### config.mk
export PLATFORM = sky130hd
export DESIGN_NAME = ebp_bridge_pwm
export DESIGN_NICKNAME = d
export VERILOG_FILES = /design/src/rtl/ebp_pkg.sv /design/src/rtl/ebp_timebase.sv /design/src/rtl/ebp_deadband.sv /design/src/rtl/ebp_bridge_pwm.sv
export VERILOG_INCLUDE_DIRS = /design/src /design/src/rtl
export SDC_FILE = /design/constraint.sdc
export NUM_CORES = 1
export LEC_CHECK = 0
export ABC_CLOCK_PERIOD_IN_PS = 2600
export BUFFER_PORTS_ARGS = -buffer_cell sky130_fd_sc_hd__buf_2
export CAP_MARGIN = 25
export CELL_PAD_IN_SITES_DETAIL_PLACEMENT = 0
export CELL_PAD_IN_SITES_GLOBAL_PLACEMENT = 2
export CORE_MARGIN = 2
export CORE_UTILIZATION = 36
export DETAILED_ROUTE_END_ITERATION = 16
export GPL_ROUTABILITY_DRIVEN = 0
export GPL_TIMING_DRIVEN = 0
export PLACE_DENSITY_LB_ADDON = 0.1
export SYNTH_ARGS = -nofsm -noshare
export SYNTH_HDL_FRONTEND = slang
export SYNTH_SLANG_ARGS = --single-unit
### constraint.sdc
create_clock -name i_clock -period 2.6 [get_ports i_clock]
set_input_delay 0.52 -clock i_clock [delete_from_list [all_inputs] [get_ports i_clock]]
set_output_delay 0.52 -clock i_clock [all_outputs]
set_load 0.01 [all_outputs]
### src/rtl/ebp_defs.svh
/*
 Register offsets, field positions, reset values and timing counts
 for the enhanced bridge pwm block.
 Assumes inclusion by bare name from the block's rtl files.
*/
`ifndef EBP_DEFS_SVH
`define EBP_DEFS_SVH

// register byte offsets
`define EBP_ADDR_CTRL     8'h00
`define EBP_ADDR_DUTY_HI  8'h04
`define EBP_ADDR_DUTY_LAT 8'h08
`define EBP_ADDR_PERIOD   8'h0C
`define EBP_ADDR_TIMER    8'h10
`define EBP_ADDR_TCTRL    8'h14
`define EBP_ADDR_DEADBAND 8'h18
`define EBP_ADDR_PINDIR   8'h1C
`define EBP_ADDR_FLAG     8'h20
`define EBP_ADDR_STEER    8'h24

// enhanced_module_control fields
`define EBP_CFG_HI  7
`define EBP_CFG_LO  6
`define EBP_DLO_HI  5
`define EBP_DLO_LO  4
`define EBP_SEL_HI  3
`define EBP_SEL_LO  2
`define EBP_POL_AC  1
`define EBP_POL_BD  0
`define EBP_PWM_SEL 2'h3

// timer_control fields
`define EBP_TRUN 2
`define EBP_PS_HI 1
`define EBP_PS_LO 0

// reset values
`define EBP_RST_CTRL     8'h00
`define EBP_RST_DUTY_HI  8'h00
`define EBP_RST_PERIOD   8'hFF
`define EBP_RST_TCTRL    3'h0
`define EBP_RST_DEADBAND 7'h00
`define EBP_RST_PINDIR   4'hF
`define EBP_RST_STEER    4'h1

// timing counts
`define EBP_TCY_LAST   2'h3
`define EBP_DIR_LEAD   8'h04
`define EBP_PRE_MAX_1  4'h0
`define EBP_PRE_MAX_4  4'h3
`define EBP_PRE_MAX_16 4'hF

`endif

### src/rtl/ebp_pkg.sv
/*
 Types shared by the enhanced bridge pwm block.
 Assumes nothing beyond a SystemVerilog compiler.
*/
`default_nettype none
package ebp_pkg;
   // encoding order matches the 2-bit output configuration field
   typedef enum logic [1:0] {
      BM_SINGLE,
      BM_FULL_FWD,
      BM_HALF,
      BM_FULL_REV
   } ebp_bridge_mode_t;

   typedef enum logic [1:0] {
      GS_IDLE,
      GS_WAIT,
      GS_RUN
   } ebp_gen_state_t;

   typedef struct packed {
      logic [7:0] timer;
      logic [1:0] sub;
      logic period_start;
      logic inst_tick;
   } ebp_tb_t;
endpackage
`default_nettype wire

### src/rtl/ebp_timebase.sv
/*
 Period timer with prescaler and 2-bit sub-count forming the 10-bit
 time base, plus a free instruction-cycle tick of four clocks.
 Assumes one clock, async active-low reset.
*/
`include "ebp_defs.svh"
`default_nettype none
module ebp_timebase import ebp_pkg::*; (
   // clock and reset
   input wire logic i_clock,
   input wire logic i_arst_n,
   // control
   input wire logic i_run,
   input wire logic [1:0] i_prescale_sel,
   input wire logic [7:0] i_period_limit,
   // time base
   output ebp_tb_t o_tb
);
   logic [1:0] tcy;
   logic [3:0] pc;
   logic [3:0] pre_max;
   logic step_sub;
   logic [7:0] timer;
   logic [1:0] sub;
   logic period_start;
   logic inst_tick;

   // one writer per field: each concern keeps its own flops, gathered here
   assign o_tb = '{timer: timer, sub: sub, period_start: period_start,
                   inst_tick: inst_tick};

   always_comb begin
      unique case (i_prescale_sel)
         2'h0: pre_max = `EBP_PRE_MAX_1;
         2'h1: pre_max = `EBP_PRE_MAX_4;
         default: pre_max = `EBP_PRE_MAX_16;
      endcase
   end

   assign step_sub = i_run && (pc >= pre_max);

   always_ff @(posedge i_clock or negedge i_arst_n) begin
      if (!i_arst_n) begin
         tcy <= 2'h0;
         inst_tick <= 1'b0;
      end else begin
         tcy <= tcy + 2'h1;
         inst_tick <= (tcy == `EBP_TCY_LAST);
      end
   end

   always_ff @(posedge i_clock or negedge i_arst_n) begin
      if (!i_arst_n) begin
         pc <= 4'h0;
         sub <= 2'h0;
         timer <= 8'h00;
         period_start <= 1'b0;
      end else begin
         period_start <= 1'b0;
         if (i_run) begin
            pc <= step_sub ? 4'h0 : pc + 4'h1;
         end
         if (step_sub) begin
            sub <= sub + 2'h1;
            if (sub == 2'h3) begin
               if (timer == i_period_limit) begin
                  timer <= 8'h00;
                  period_start <= 1'b1;
               end else begin
                  timer <= timer + 8'h01;
               end
            end
         end
      end
   end
endmodule
`default_nettype wire

### src/rtl/ebp_deadband.sv
/*
 Delays one output's inactive-to-active edge by a count of
 instruction ticks; falling edges pass after one clock.
 Assumes i_tick is a one-clock pulse every instruction cycle.
*/
`default_nettype none
module ebp_deadband #(
   parameter int CW = 7
) (
   // clock and reset
   input wire logic i_clock,
   input wire logic i_arst_n,
   // request
   input wire logic i_want,
   input wire logic i_tick,
   input wire logic [CW-1:0] i_count,
   // delayed output
   output logic o_active
);
   logic [CW-1:0] cnt;

   always_ff @(posedge i_clock or negedge i_arst_n) begin
      if (!i_arst_n) begin
         cnt <= '0;
         o_active <= 1'b0;
      end else if (!i_want) begin
         cnt <= '0;
         o_active <= 1'b0;
      end else if (cnt >= i_count) begin
         o_active <= 1'b1;
      end else if (i_tick) begin
         cnt <= cnt + CW'(1);
      end
   end
endmodule
`default_nettype wire

### src/rtl/ebp_bridge_pwm.sv
/*
 Enhanced pwm output stage: duty buffer, base pwm, bridge steering,
 dead band, full-bridge direction change, polarity and registers.
 Assumes a plain register port with reads answered one cycle later,
 and port logic outside that muxes pins where o_pwm_own is low.
*/
// Local design decisions: the placing of the registers and the plain strobed port.

`include "ebp_defs.svh"
`default_nettype none
module ebp_bridge_pwm import ebp_pkg::*; #(
   parameter int DBW = 7
) (
   // clock and reset
   input wire logic i_clock,
   input wire logic i_arst_n,
   // register port
   input wire logic [7:0] i_addr,
   input wire logic [7:0] i_wdata,
   input wire logic i_wr,
   input wire logic i_rd,
   output logic [7:0] o_rdata,
   // pins, bit 0 is output a, bit 3 is output d
   output logic [3:0] o_pin_level,
   output logic [3:0] o_pwm_own,
   output logic [3:0] o_pin_oe
);
   logic [7:0] ctrl;
   logic [7:0] duty_high_byte;
   logic [9:0] duty_latched;
   logic [7:0] period_limit;
   logic [2:0] timer_control;
   logic [DBW-1:0] deadband_count;
   logic [3:0] pin_direction;
   logic [3:0] steer;
   logic period_flag;
   ebp_tb_t tb;
   ebp_gen_state_t state;
   ebp_bridge_mode_t mode;
   logic pwm_en;
   logic full_mode;
   logic base;
   logic dir_active;
   logic blank;
   logic dir_pending;
   logic lead_hit;
   logic [1:0] db_want;
   logic [1:0] db_out;
   logic [3:0] next_act;
   logic [3:0] act;
   logic [3:0] pol_vec;
   logic [9:0] duty_new;

   function automatic logic hit(input logic [7:0] a, input logic [7:0] off);
      return i_wr && (a == off);
   endfunction

   function automatic logic [3:0] own_mask(input logic [7:0] c, input logic [3:0] st);
      logic [3:0] m;
      m = 4'h0;
      if (c[`EBP_SEL_HI:`EBP_SEL_LO] == `EBP_PWM_SEL) begin
         unique case (ebp_bridge_mode_t'(c[`EBP_CFG_HI:`EBP_CFG_LO]))
            BM_SINGLE: m = st;
            BM_HALF: m = 4'h3;
            BM_FULL_FWD: m = 4'hF;
            BM_FULL_REV: m = 4'hF;
         endcase
      end
      return m;
   endfunction

   assign mode = ebp_bridge_mode_t'(ctrl[`EBP_CFG_HI:`EBP_CFG_LO]);
   assign pwm_en = (ctrl[`EBP_SEL_HI:`EBP_SEL_LO] == `EBP_PWM_SEL);
   assign full_mode = pwm_en && ctrl[`EBP_CFG_LO];
   assign duty_new = {duty_high_byte, ctrl[`EBP_DLO_HI:`EBP_DLO_LO]};
   assign pol_vec = {ctrl[`EBP_POL_BD], ctrl[`EBP_POL_AC],
                     ctrl[`EBP_POL_BD], ctrl[`EBP_POL_AC]};
   assign dir_pending = (dir_active != ctrl[`EBP_CFG_HI]);
   // lead hit marks the first of the last four timer counts of the period
   assign lead_hit = (tb.timer == period_limit - (`EBP_DIR_LEAD - 8'h01));

   // register writes
   always_ff @(posedge i_clock or negedge i_arst_n) begin
      if (!i_arst_n) begin
         ctrl <= `EBP_RST_CTRL;
         duty_high_byte <= `EBP_RST_DUTY_HI;
         period_limit <= `EBP_RST_PERIOD;
         timer_control <= `EBP_RST_TCTRL;
         deadband_count <= DBW'(`EBP_RST_DEADBAND);
         pin_direction <= `EBP_RST_PINDIR;
         steer <= `EBP_RST_STEER;
      end else begin
         if (hit(i_addr, `EBP_ADDR_CTRL)) begin
            ctrl <= i_wdata;
         end
         if (hit(i_addr, `EBP_ADDR_DUTY_HI)) begin
            duty_high_byte <= i_wdata;
         end
         if (hit(i_addr, `EBP_ADDR_PERIOD)) begin
            period_limit <= i_wdata;
         end
         if (hit(i_addr, `EBP_ADDR_TCTRL)) begin
            timer_control <= i_wdata[2:0];
         end
         if (hit(i_addr, `EBP_ADDR_DEADBAND)) begin
            deadband_count <= i_wdata[DBW-1:0];
         end
         if (hit(i_addr, `EBP_ADDR_PINDIR)) begin
            pin_direction <= i_wdata[3:0];
         end
         if (hit(i_addr, `EBP_ADDR_STEER)) begin
            steer <= i_wdata[3:0];
         end
      end
   end

   // period flag: the hardware set wins over a same-cycle write
   always_ff @(posedge i_clock or negedge i_arst_n) begin
      if (!i_arst_n) begin
         period_flag <= 1'b0;
      end else if (tb.period_start) begin
         period_flag <= 1'b1;
      end else if (hit(i_addr, `EBP_ADDR_FLAG)) begin
         period_flag <= i_wdata[0];
      end
   end

   // read port, data valid only in the cycle after the strobe
   always_ff @(posedge i_clock or negedge i_arst_n) begin
      if (!i_arst_n) begin
         o_rdata <= 8'h00;
      end else if (!i_rd) begin
         o_rdata <= 8'h00;
      end else begin
         unique case (i_addr)
            `EBP_ADDR_CTRL: o_rdata <= ctrl;
            `EBP_ADDR_DUTY_HI: o_rdata <= duty_high_byte;
            `EBP_ADDR_DUTY_LAT: o_rdata <= duty_latched[9:2];
            `EBP_ADDR_PERIOD: o_rdata <= period_limit;
            `EBP_ADDR_TIMER: o_rdata <= tb.timer;
            `EBP_ADDR_TCTRL: o_rdata <= {5'h00, timer_control};
            `EBP_ADDR_DEADBAND: o_rdata <= 8'(deadband_count);
            `EBP_ADDR_PINDIR: o_rdata <= {4'h0, pin_direction};
            `EBP_ADDR_FLAG: o_rdata <= {7'h00, period_flag};
            `EBP_ADDR_STEER: o_rdata <= {4'h0, steer};
            default: o_rdata <= 8'h00;
         endcase
      end
   end

   // timer counts straight off i_clock, so pwm rate scales with it
   ebp_timebase u_timebase (
      .i_clock(i_clock),
      .i_arst_n(i_arst_n),
      .i_run(timer_control[`EBP_TRUN]),
      .i_prescale_sel(timer_control[`EBP_PS_HI:`EBP_PS_LO]),
      .i_period_limit(period_limit),
      .o_tb(tb)
   );

   // duty double buffer
   always_ff @(posedge i_clock or negedge i_arst_n) begin
      if (!i_arst_n) begin
         duty_latched <= 10'h000;
      end else if (tb.period_start) begin
         duty_latched <= duty_new;
      end
   end

   // base waveform; a duty beyond the period never clears it
   always_ff @(posedge i_clock or negedge i_arst_n) begin
      if (!i_arst_n) begin
         base <= 1'b0;
      end else if (tb.period_start) begin
         base <= (duty_new != 10'h000);
      end else if ({tb.timer, tb.sub} == duty_latched) begin
         base <= 1'b0;
      end
   end

   // start-up hold-off so the first pulse is never truncated
   always_ff @(posedge i_clock or negedge i_arst_n) begin
      if (!i_arst_n) begin
         state <= GS_IDLE;
      end else if (!pwm_en) begin
         state <= GS_IDLE;
      end else begin
         unique case (state)
            GS_IDLE: state <= GS_WAIT;
            GS_WAIT: if (tb.period_start) begin
               state <= GS_RUN;
            end
            GS_RUN: state <= GS_RUN;
            default: state <= GS_IDLE;
         endcase
      end
   end

   // full-bridge direction change
   always_ff @(posedge i_clock or negedge i_arst_n) begin
      if (!i_arst_n) begin
         dir_active <= 1'b0;
         blank <= 1'b0;
      end else if (!full_mode) begin
         dir_active <= ctrl[`EBP_CFG_HI];
         blank <= 1'b0;
      end else if (dir_pending && lead_hit) begin
         dir_active <= ctrl[`EBP_CFG_HI];
         blank <= 1'b1;
      end else if (tb.period_start) begin
         blank <= 1'b0;
         // written too late for the lead window: switch at the boundary
         if (dir_pending) begin
            dir_active <= ctrl[`EBP_CFG_HI];
         end
      end
   end

   // half-bridge dead band, one delay per complementary output
   assign db_want[0] = (state == GS_RUN) && (mode == BM_HALF) && base;
   assign db_want[1] = (state == GS_RUN) && (mode == BM_HALF) && !base;

   genvar g;
   generate
      for (g = 0; g < 2; g++) begin : g_db
         ebp_deadband #(.CW(DBW)) u_db (
            .i_clock(i_clock),
            .i_arst_n(i_arst_n),
            .i_want(db_want[g]),
            .i_tick(tb.inst_tick),
            .i_count(deadband_count),
            .o_active(db_out[g])
         );
      end
   endgenerate

   // output steering, d c b a
   always_comb begin
      next_act = 4'h0;
      if (state == GS_RUN) begin
         unique case (mode)
            BM_SINGLE: next_act = {4{base}} & steer;
            BM_HALF: next_act = {2'b00, db_out};
            BM_FULL_FWD, BM_FULL_REV: begin
               // dead band bypassed in both full modes
               if (!dir_active) begin
                  next_act = {base && !blank, 1'b0, 1'b0, 1'b1};
               end else begin
                  next_act = {1'b0, 1'b1, base && !blank, 1'b0};
               end
            end
         endcase
      end
   end

   // pin registers
   always_ff @(posedge i_clock or negedge i_arst_n) begin
      if (!i_arst_n) begin
         act <= 4'h0;
         o_pin_level <= 4'h0;
         o_pwm_own <= 4'h0;
         o_pin_oe <= 4'h0;
      end else begin
         act <= next_act;
         o_pin_level <= next_act ^ pol_vec;
         o_pwm_own <= own_mask(ctrl, steer);
         o_pin_oe <= ~pin_direction;
      end
   end
endmodule
`default_nettype wire

==> results of run 1 <==
-- Yosys cell counts (7+ instances only) --
cell      count
a21o_1        8
o21ai_0      30
clkbuf_1     17
nand4_1      12
nand2_1      37
inv_1        30
ha_1         28
nand3_1      27
dfstp_2      13
mux2_2       54
dfrtp_1      99
or3_1         7
nor3_1       10
xor2_1        8
a21oi_1      31
nor2_1       38
xnor2_1      24
mux2i_1      11
nand2b_1      9
-- what timing repair did --
action,CTS,global route
endpoints found under the setup margin,7,7
gates resized for setup,3,4
setup buffers,0,0
-- through the flow --
step / worst slack [ns] / std cells / power, uW / TNS (ns) / util, %
after floorplan: 0.319 / 576 / 2150 / 0 / -
after global placement: -0.509 / 833 / 2320 / -48.44 / 39.4
after detailed placement: -0.229 / 834 / 2330 / -2.26 / 39.6
after CTS: 0.0950 / 850 / 3800 / 0 / 41.5
after global routing: 0.0818 / 850 / 3930 / 0 / 41.6
final: 0.147 / 850 / 3750 / 0 / 41.6
-- worst paths after layout --
check | from | to | slack (ns) | depth (start not counted)
worst min-delay path | i_arst_n | u_timebase.timer[4]$_DFFE_PN0P_ | 0.04 | 1
min in group i_clock | u_timebase.tcy[0]$_DFF_PN0_ | u_timebase.tcy[0]$_DFF_PN0_ | 0.43 | 1
worst max register to register | period_limit[0]$_DFFE_PN1P_ | dir_active$_DFFE_PN0P_ | 0.15 | 7
worst max-delay path | period_limit[0]$_DFFE_PN1P_ | dir_active$_DFFE_PN0P_ | 0.15 | 7
max in group asynchronous | i_arst_n | pin_direction[3]$_DFFE_PN1P_ | 1.82 | 2
worst min register to register | u_timebase.tcy[0]$_DFF_PN0_ | u_timebase.tcy[0]$_DFF_PN0_ | 0.43 | 1
-- layer usage --
layer,vias up,part of all wire (%)
met1,2259,49
met5,-,0
li1,2174,-
met3,23,3.4
met2,83,45
met4,0,2.5
-- logic make-up after synthesis --
kind of cell / Yosys count / share of synthesized area (%)
and+or+nand+nor: 173 / 14.4
DFF: 112 / 46.6
AOI/OAI and AO/OA: 109 / 11.6
muxes: 70 / 13.5
buffers and inverters: 52 / 3.39
xor gates and xnor gates: 32 / 4.63
adders and majority gates: 28 / 5.79
-- flip-flops by register name (all words and copies together), names as in the netlist, 3 cells and up --
| signal | flops |
|---|---|
| u_timebase.pc | 4 |
| o_pin_oe | 4 |
| duty_high_byte | 8 |
| deadband_count | 7 |
| o_pwm_own | 4 |
| u_timebase.timer | 8 |
| pin_direction | 4 |
| timer_control | 3 |
| g_db.u_db.cnt | 14 |
| o_rdata | 8 |
| steer | 4 |
| duty_latched | 10 |
| ctrl | 8 |
| o_pin_level | 4 |
| period_limit | 8 |
-- cell type report --
cell class	count	area (um2)	share of cell area, %
Buffer	22	93.8	1.36
Clock buffer	9	225	3.27
Clock inverter	7	76.3	1.11
Inverter	30	113	1.64
Multi-Input combinational cell	412	3060	44.5
Sequential cell	112	2820	41.0
Tap cell	220	275	4.00
Timing Repair Buffer	38	219	3.18
-- power groups by stage --
stage          logic, uW  clock network (uW)  registers, uW
2_1_floorplan        264                   0           1890
3_3_place_gp         410                   0           1910
3_5_place_dp         423                   0           1910
4_1_cts              429                1500           1870
5_1_grt              489                1560           1880
6_report             433                1440           1870
==> results.yml, run 1 <==
synth:
  ys_warn_count: 0
  synthesis.area_mm2: 0.00605
  async_flop_share_pct: 100
  synth_edf_count: 0
  synth-main-ff-cell: "dfrtp_1"
  synth_top_area_share_pct: 41.0
  syn_avg_cell_area_um2: 10.5
  syn_inst: 576
  ys_seq_area_share_pct: 46.6
  synth_area_leaders: "dfrtp_1 (41%), mux2_2 (10%), ha_1 (5.8%)"
  synth_top_area_cell: "dfrtp_1"
  synth.net_count: 624
  ys_seq_elements: 112
  yosysUniqueCellTypes: 55
pwr:
  ir_worst_vdd_mv: 0.336
  internal_power_uw: 2740
  p_seq_share_pct: 50.0
  p_leak_uw: 0.00296
  powerDensity_mw_per_mm2: 545
  combPwrFrac_pct: 11.5
  switching_share_pct: 27.0
  pwr-share-clk_pct: 38.5
  netSwitchingPower_uw: 1010
die:
  coreArea_mm2: 0.0165
  io_pins: 40
  dieArea_mm2: 0.0179
  rows: 47
  initial_core_util_pct: 36.6
  die_w_um: 134
  die_h_um: 134
route:
  avgRoutedWirePerCell_um: 19.4
  viasPerCell: 5.34
  firstDrtPassIters: 4
  ant_nets: 0
  vias: 4539
  drc: 0
  drtIter0Drc: 355
  wl_um: 16500
final_layout:
  drive_above_1_share_pct: 23.2
  synthToLayoutAreaGrowth_pct: 13.7
  fillers: 1648
  finalInstanceArea_mm2: 0.00688
  final_common_cell: "dfrtp_1"
  layout.nets: 673
  layout_common_cells: "dfrtp_1 (99), mux2_2 (54), buf_2 (38), nor2_1 (38), nand2_1 (37)"
  antenna_cells: 0
setup_path:
  cp_slowest_stage_delay_ns: 0.64
  cp.buffers_inverters: 0
  timing_worst_setup_path_type: "reg2reg"
  cp_top_family: "compound AO/OA/AOI/OAI gates"
  cp_cell_sequence: "ha_2 -> nor3b_1 -> o221a_2 -> o211ai_1 -> a211oi_2 -> nor4b_1 -> mux2_1"
  worstPathArrival_ns: 2.69
  cp_max_fo: 7
  crit_required_ns: 2.84
  critPathLaunchType: "flip-flop"
  worst_path_max_delay_cell: "dfstp_2"
  end_kind: "flip-flop"
clock_tree:
  clk_pin_slew_worst_paths_ns: 0.07
  postCtsHoldBufs: 0
  clk_latency_ns: 0.36
  h-tree-depth: 3
  clock_path_buffers: 2
  cts_root_buf: "clkbuf_16"
  cts_buffers: 9
  cts_tree: "built"
  cts.sinks: 112
worst_hold_path:
  hp-class: "in2async"
sta:
  drv_slew: 0
  fmax_mhz: 408
  finalSetupViolCount: 0
  rsz0062_at_grt: "no"
  fin_worst_skew_ns: 0.00910
  fin_crit_ns: 2.45
  hold_slack_ns: 0.0356
  slew_headroom_pct: 42.4
  tightestPinTransition_ns: 0.857
  hold_viol: 0
  period_share_pct: 94.3
global_route:
  grt_pass1_vias: 4633
  grt_use_total_pct: 19.5
  overflow: 0
  grt_pass1_wl_um: 26400
  busiest_layer: "met2"
  grt_max_degree: 82
  use_met2_pct: 29.8
  use_met1_pct: 27.8
  antenna_found_initial: 0
  grt_util_met3_pct: 3.69
placement:
  hpwl_um: 12400
  port_buffers: 37
  placed_cell_area_mm2: 0.00655
run_status:
  status: "completed"
run:
  maxCapViolations: 0
Note: power is estimated with default switching activity, not from simulation.
==> inputs of run 2 (changes only) <==
Settings changed: CORE_UTILIZATION 36 to 40.
==> run 2 against run 1 <==
  * First-iteration DRC count rose by 2.5%
  * Non-clock buffer count did not move
  * Cell count fell by 4.2%
  * Sequential share of layout area rose by 0.28 points
  * Combinational power fell by 2%
  * Clock skew fell by 0.0033 ns
  * Core utilization rose by 5.0 points
  * Global-route usage rose by 1.5 points
  * Critical path depth rose by 2
  * Register-to-register slack improved by 0.02 ns
  * Maximum frequency rose by 0.73%
  * Critical path type is now in2reg
  * Critical endpoint is now o_rdata[1]$_DFF_PN0_
  * Largest power group unchanged
  * Highest routed layer unchanged
==> results.yml, run 2 (same netlist as run 1, synthesis figures left out) <==
run_status:
  status: "completed"
setup_path:
  cp_cell_sequence: "buf_2 -> clkbuf_1 -> buf_1 -> nand2_1 -> o21ai_0 -> a22oi_1 -> o31ai_1 -> nand3_1 -> a21oi_1"
  crit_required_ns: 2.87
  timing_worst_setup_path_type: "in2reg"
  cp.buffers_inverters: 3
  cp_max_fo: 10
  critPathLaunchType: "primary input"
  cp_slowest_stage_delay_ns: 0.54
  cp_top_family: "buffers and inverters"
  worstPathArrival_ns: 2.70
  worst_path_max_delay_cell: "clkbuf_1"
  end_kind: "flip-flop"
route:
  avgRoutedWirePerCell_um: 19.7
  drtIter0Drc: 364
  drc: 0
  viasPerCell: 5.66
  ant_nets: 0
  vias: 4605
  wl_um: 16000
  firstDrtPassIters: 5
placement:
  port_buffers: 37
  placed_cell_area_mm2: 0.00650
  hpwl_um: 12000
sta:
  hold_viol: 0
  period_share_pct: 93.7
  hold_slack_ns: 0.0771
  fin_crit_ns: 2.43
  tightestPinTransition_ns: 0.932
  rsz0062_at_grt: "no"
  finalSetupViolCount: 0
  slew_headroom_pct: 37.4
  fin_worst_skew_ns: 0.00580
  drv_slew: 0
  fmax_mhz: 411
final_layout:
  layout.nets: 673
  layout_common_cells: "dfrtp_1 (99), mux2_2 (54), buf_2 (38), nor2_1 (38), nand2_1 (37)"
  final_common_cell: "dfrtp_1"
  top_register: "g_db.u_db.cnt"
  largest_register_ffs: 14
  top_regs: "g_db.u_db.cnt (14), duty_latched (10)"
  synthToLayoutAreaGrowth_pct: 12.9
  antenna_cells: 0
  drive_above_1_share_pct: 23.2
  finalInstanceArea_mm2: 0.00683
pwr:
  powerDensity_mw_per_mm2: 546
  ir_worst_vdd_mv: 0.334
  p_leak_uw: 0.00296
die:
  io_pins: 40
  coreArea_mm2: 0.0146
  initial_core_util_pct: 41.3
  rows: 44
  die_w_um: 127
  dieArea_mm2: 0.0161
  die_h_um: 127
clock_tree:
  postCtsHoldBufs: 0
  clock_path_buffers: 2
  post_cts_buffers: 0
  clk_pin_slew_worst_paths_ns: 0.07
  clk_latency_ns: 0.36
  cts_root_buf: "clkbuf_16"
  h-tree-depth: 3
  cts_tree: "built"
  cts_buffers: 9
  post_cts_resized: 2
  cts.sinks: 112
global_route:
  grt_util_met3_pct: 5.28
  grt_max_degree: 70
  use_met2_pct: 31.5
  busiest_layer: "met2"
  antenna_found_initial: 0
  grt_use_total_pct: 21.0
  grt_pass1_vias: 4547
  overflow: 0
  grt_pass1_wl_um: 25900
  use_met1_pct: 30.2
worst_hold_path:
  hp-class: "in2async"
run:
  maxCapViolations: 0
run 2: final cells by class:
| type | count | area, um2 |
|---|---|---|
| Clock inverter | 7 | 77.6 |
| Fill cell | 1415 | 7810 |
| Timing Repair Buffer | 38 | 219 |
| Tap cell | 184 | 230 |
| Buffer | 22 | 92.6 |
| Sequential cell | 112 | 2820 |
| Multi-Input combinational cell | 412 | 3060 |
| Inverter | 30 | 113 |
| Clock buffer | 9 | 225 |
run 2: worst register-to-register path, stage by stage, from the launching register on:
cell and delay (ns):
dfstp_2 0.37, buf_6 0.13, or4_4 0.57, a2111oi_4 0.32, o22ai_1 0.15, a211oi_2 0.35, nor4b_2 0.10, mux2_1 0.32
run 2: worst paths after layout:
| check | startpoint | end | slack (ns) | depth (start not counted) |
|---|---|---|---|---|
| min in group i_clock | u_timebase.tcy[0]$_DFF_PN0_ | u_timebase.tcy[0]$_DFF_PN0_ | 0.42 | 1 |
| min | i_arst_n | u_timebase.timer[4]$_DFFE_PN0P_ | 0.08 | 1 |
| max reg2reg | period_limit[2]$_DFFE_PN1P_ | dir_active$_DFFE_PN0P_ | 0.17 | 7 |
| max in group asynchronous | i_arst_n | pin_direction[3]$_DFFE_PN1P_ | 1.80 | 2 |
| min reg2reg | u_timebase.tcy[0]$_DFF_PN0_ | u_timebase.tcy[0]$_DFF_PN0_ | 0.42 | 1 |
| max | i_addr[3] | o_rdata[1]$_DFF_PN0_ | 0.17 | 9 |
run 2: routing by layer:
layer	vias up	wire length, um
li1	2173	-
met1	2304	7750
met2	108	7090
met3	20	802
met4	0	374
met5	-	0
run 2: power breakdown:
| group | internal [uW] | total [uW] | switching, uW |
|---|---|---|---|
| combinational | 170 | 424 | 254 |
| clock | 760 | 1430 | 673 |
| sequential | 1810 | 1880 | 67.5 |
| total | 2740 | 3730 | 994 |
run 2: per-stage QoR:
step           util, %  cells  setup TNS [ns]  setup slack [ns]  power, uW
2_1_floorplan        -    576               0             0.319       2150
3_3_place_gp      44.1    797          -40.46            -0.523       2310
3_5_place_dp      44.4    798           -1.45            -0.224       2330
4_1_cts           46.5    814               0           0.00864       3790
5_1_grt           46.7    814               0            0.0557       3920
6_report          46.7    814               0             0.165       3730
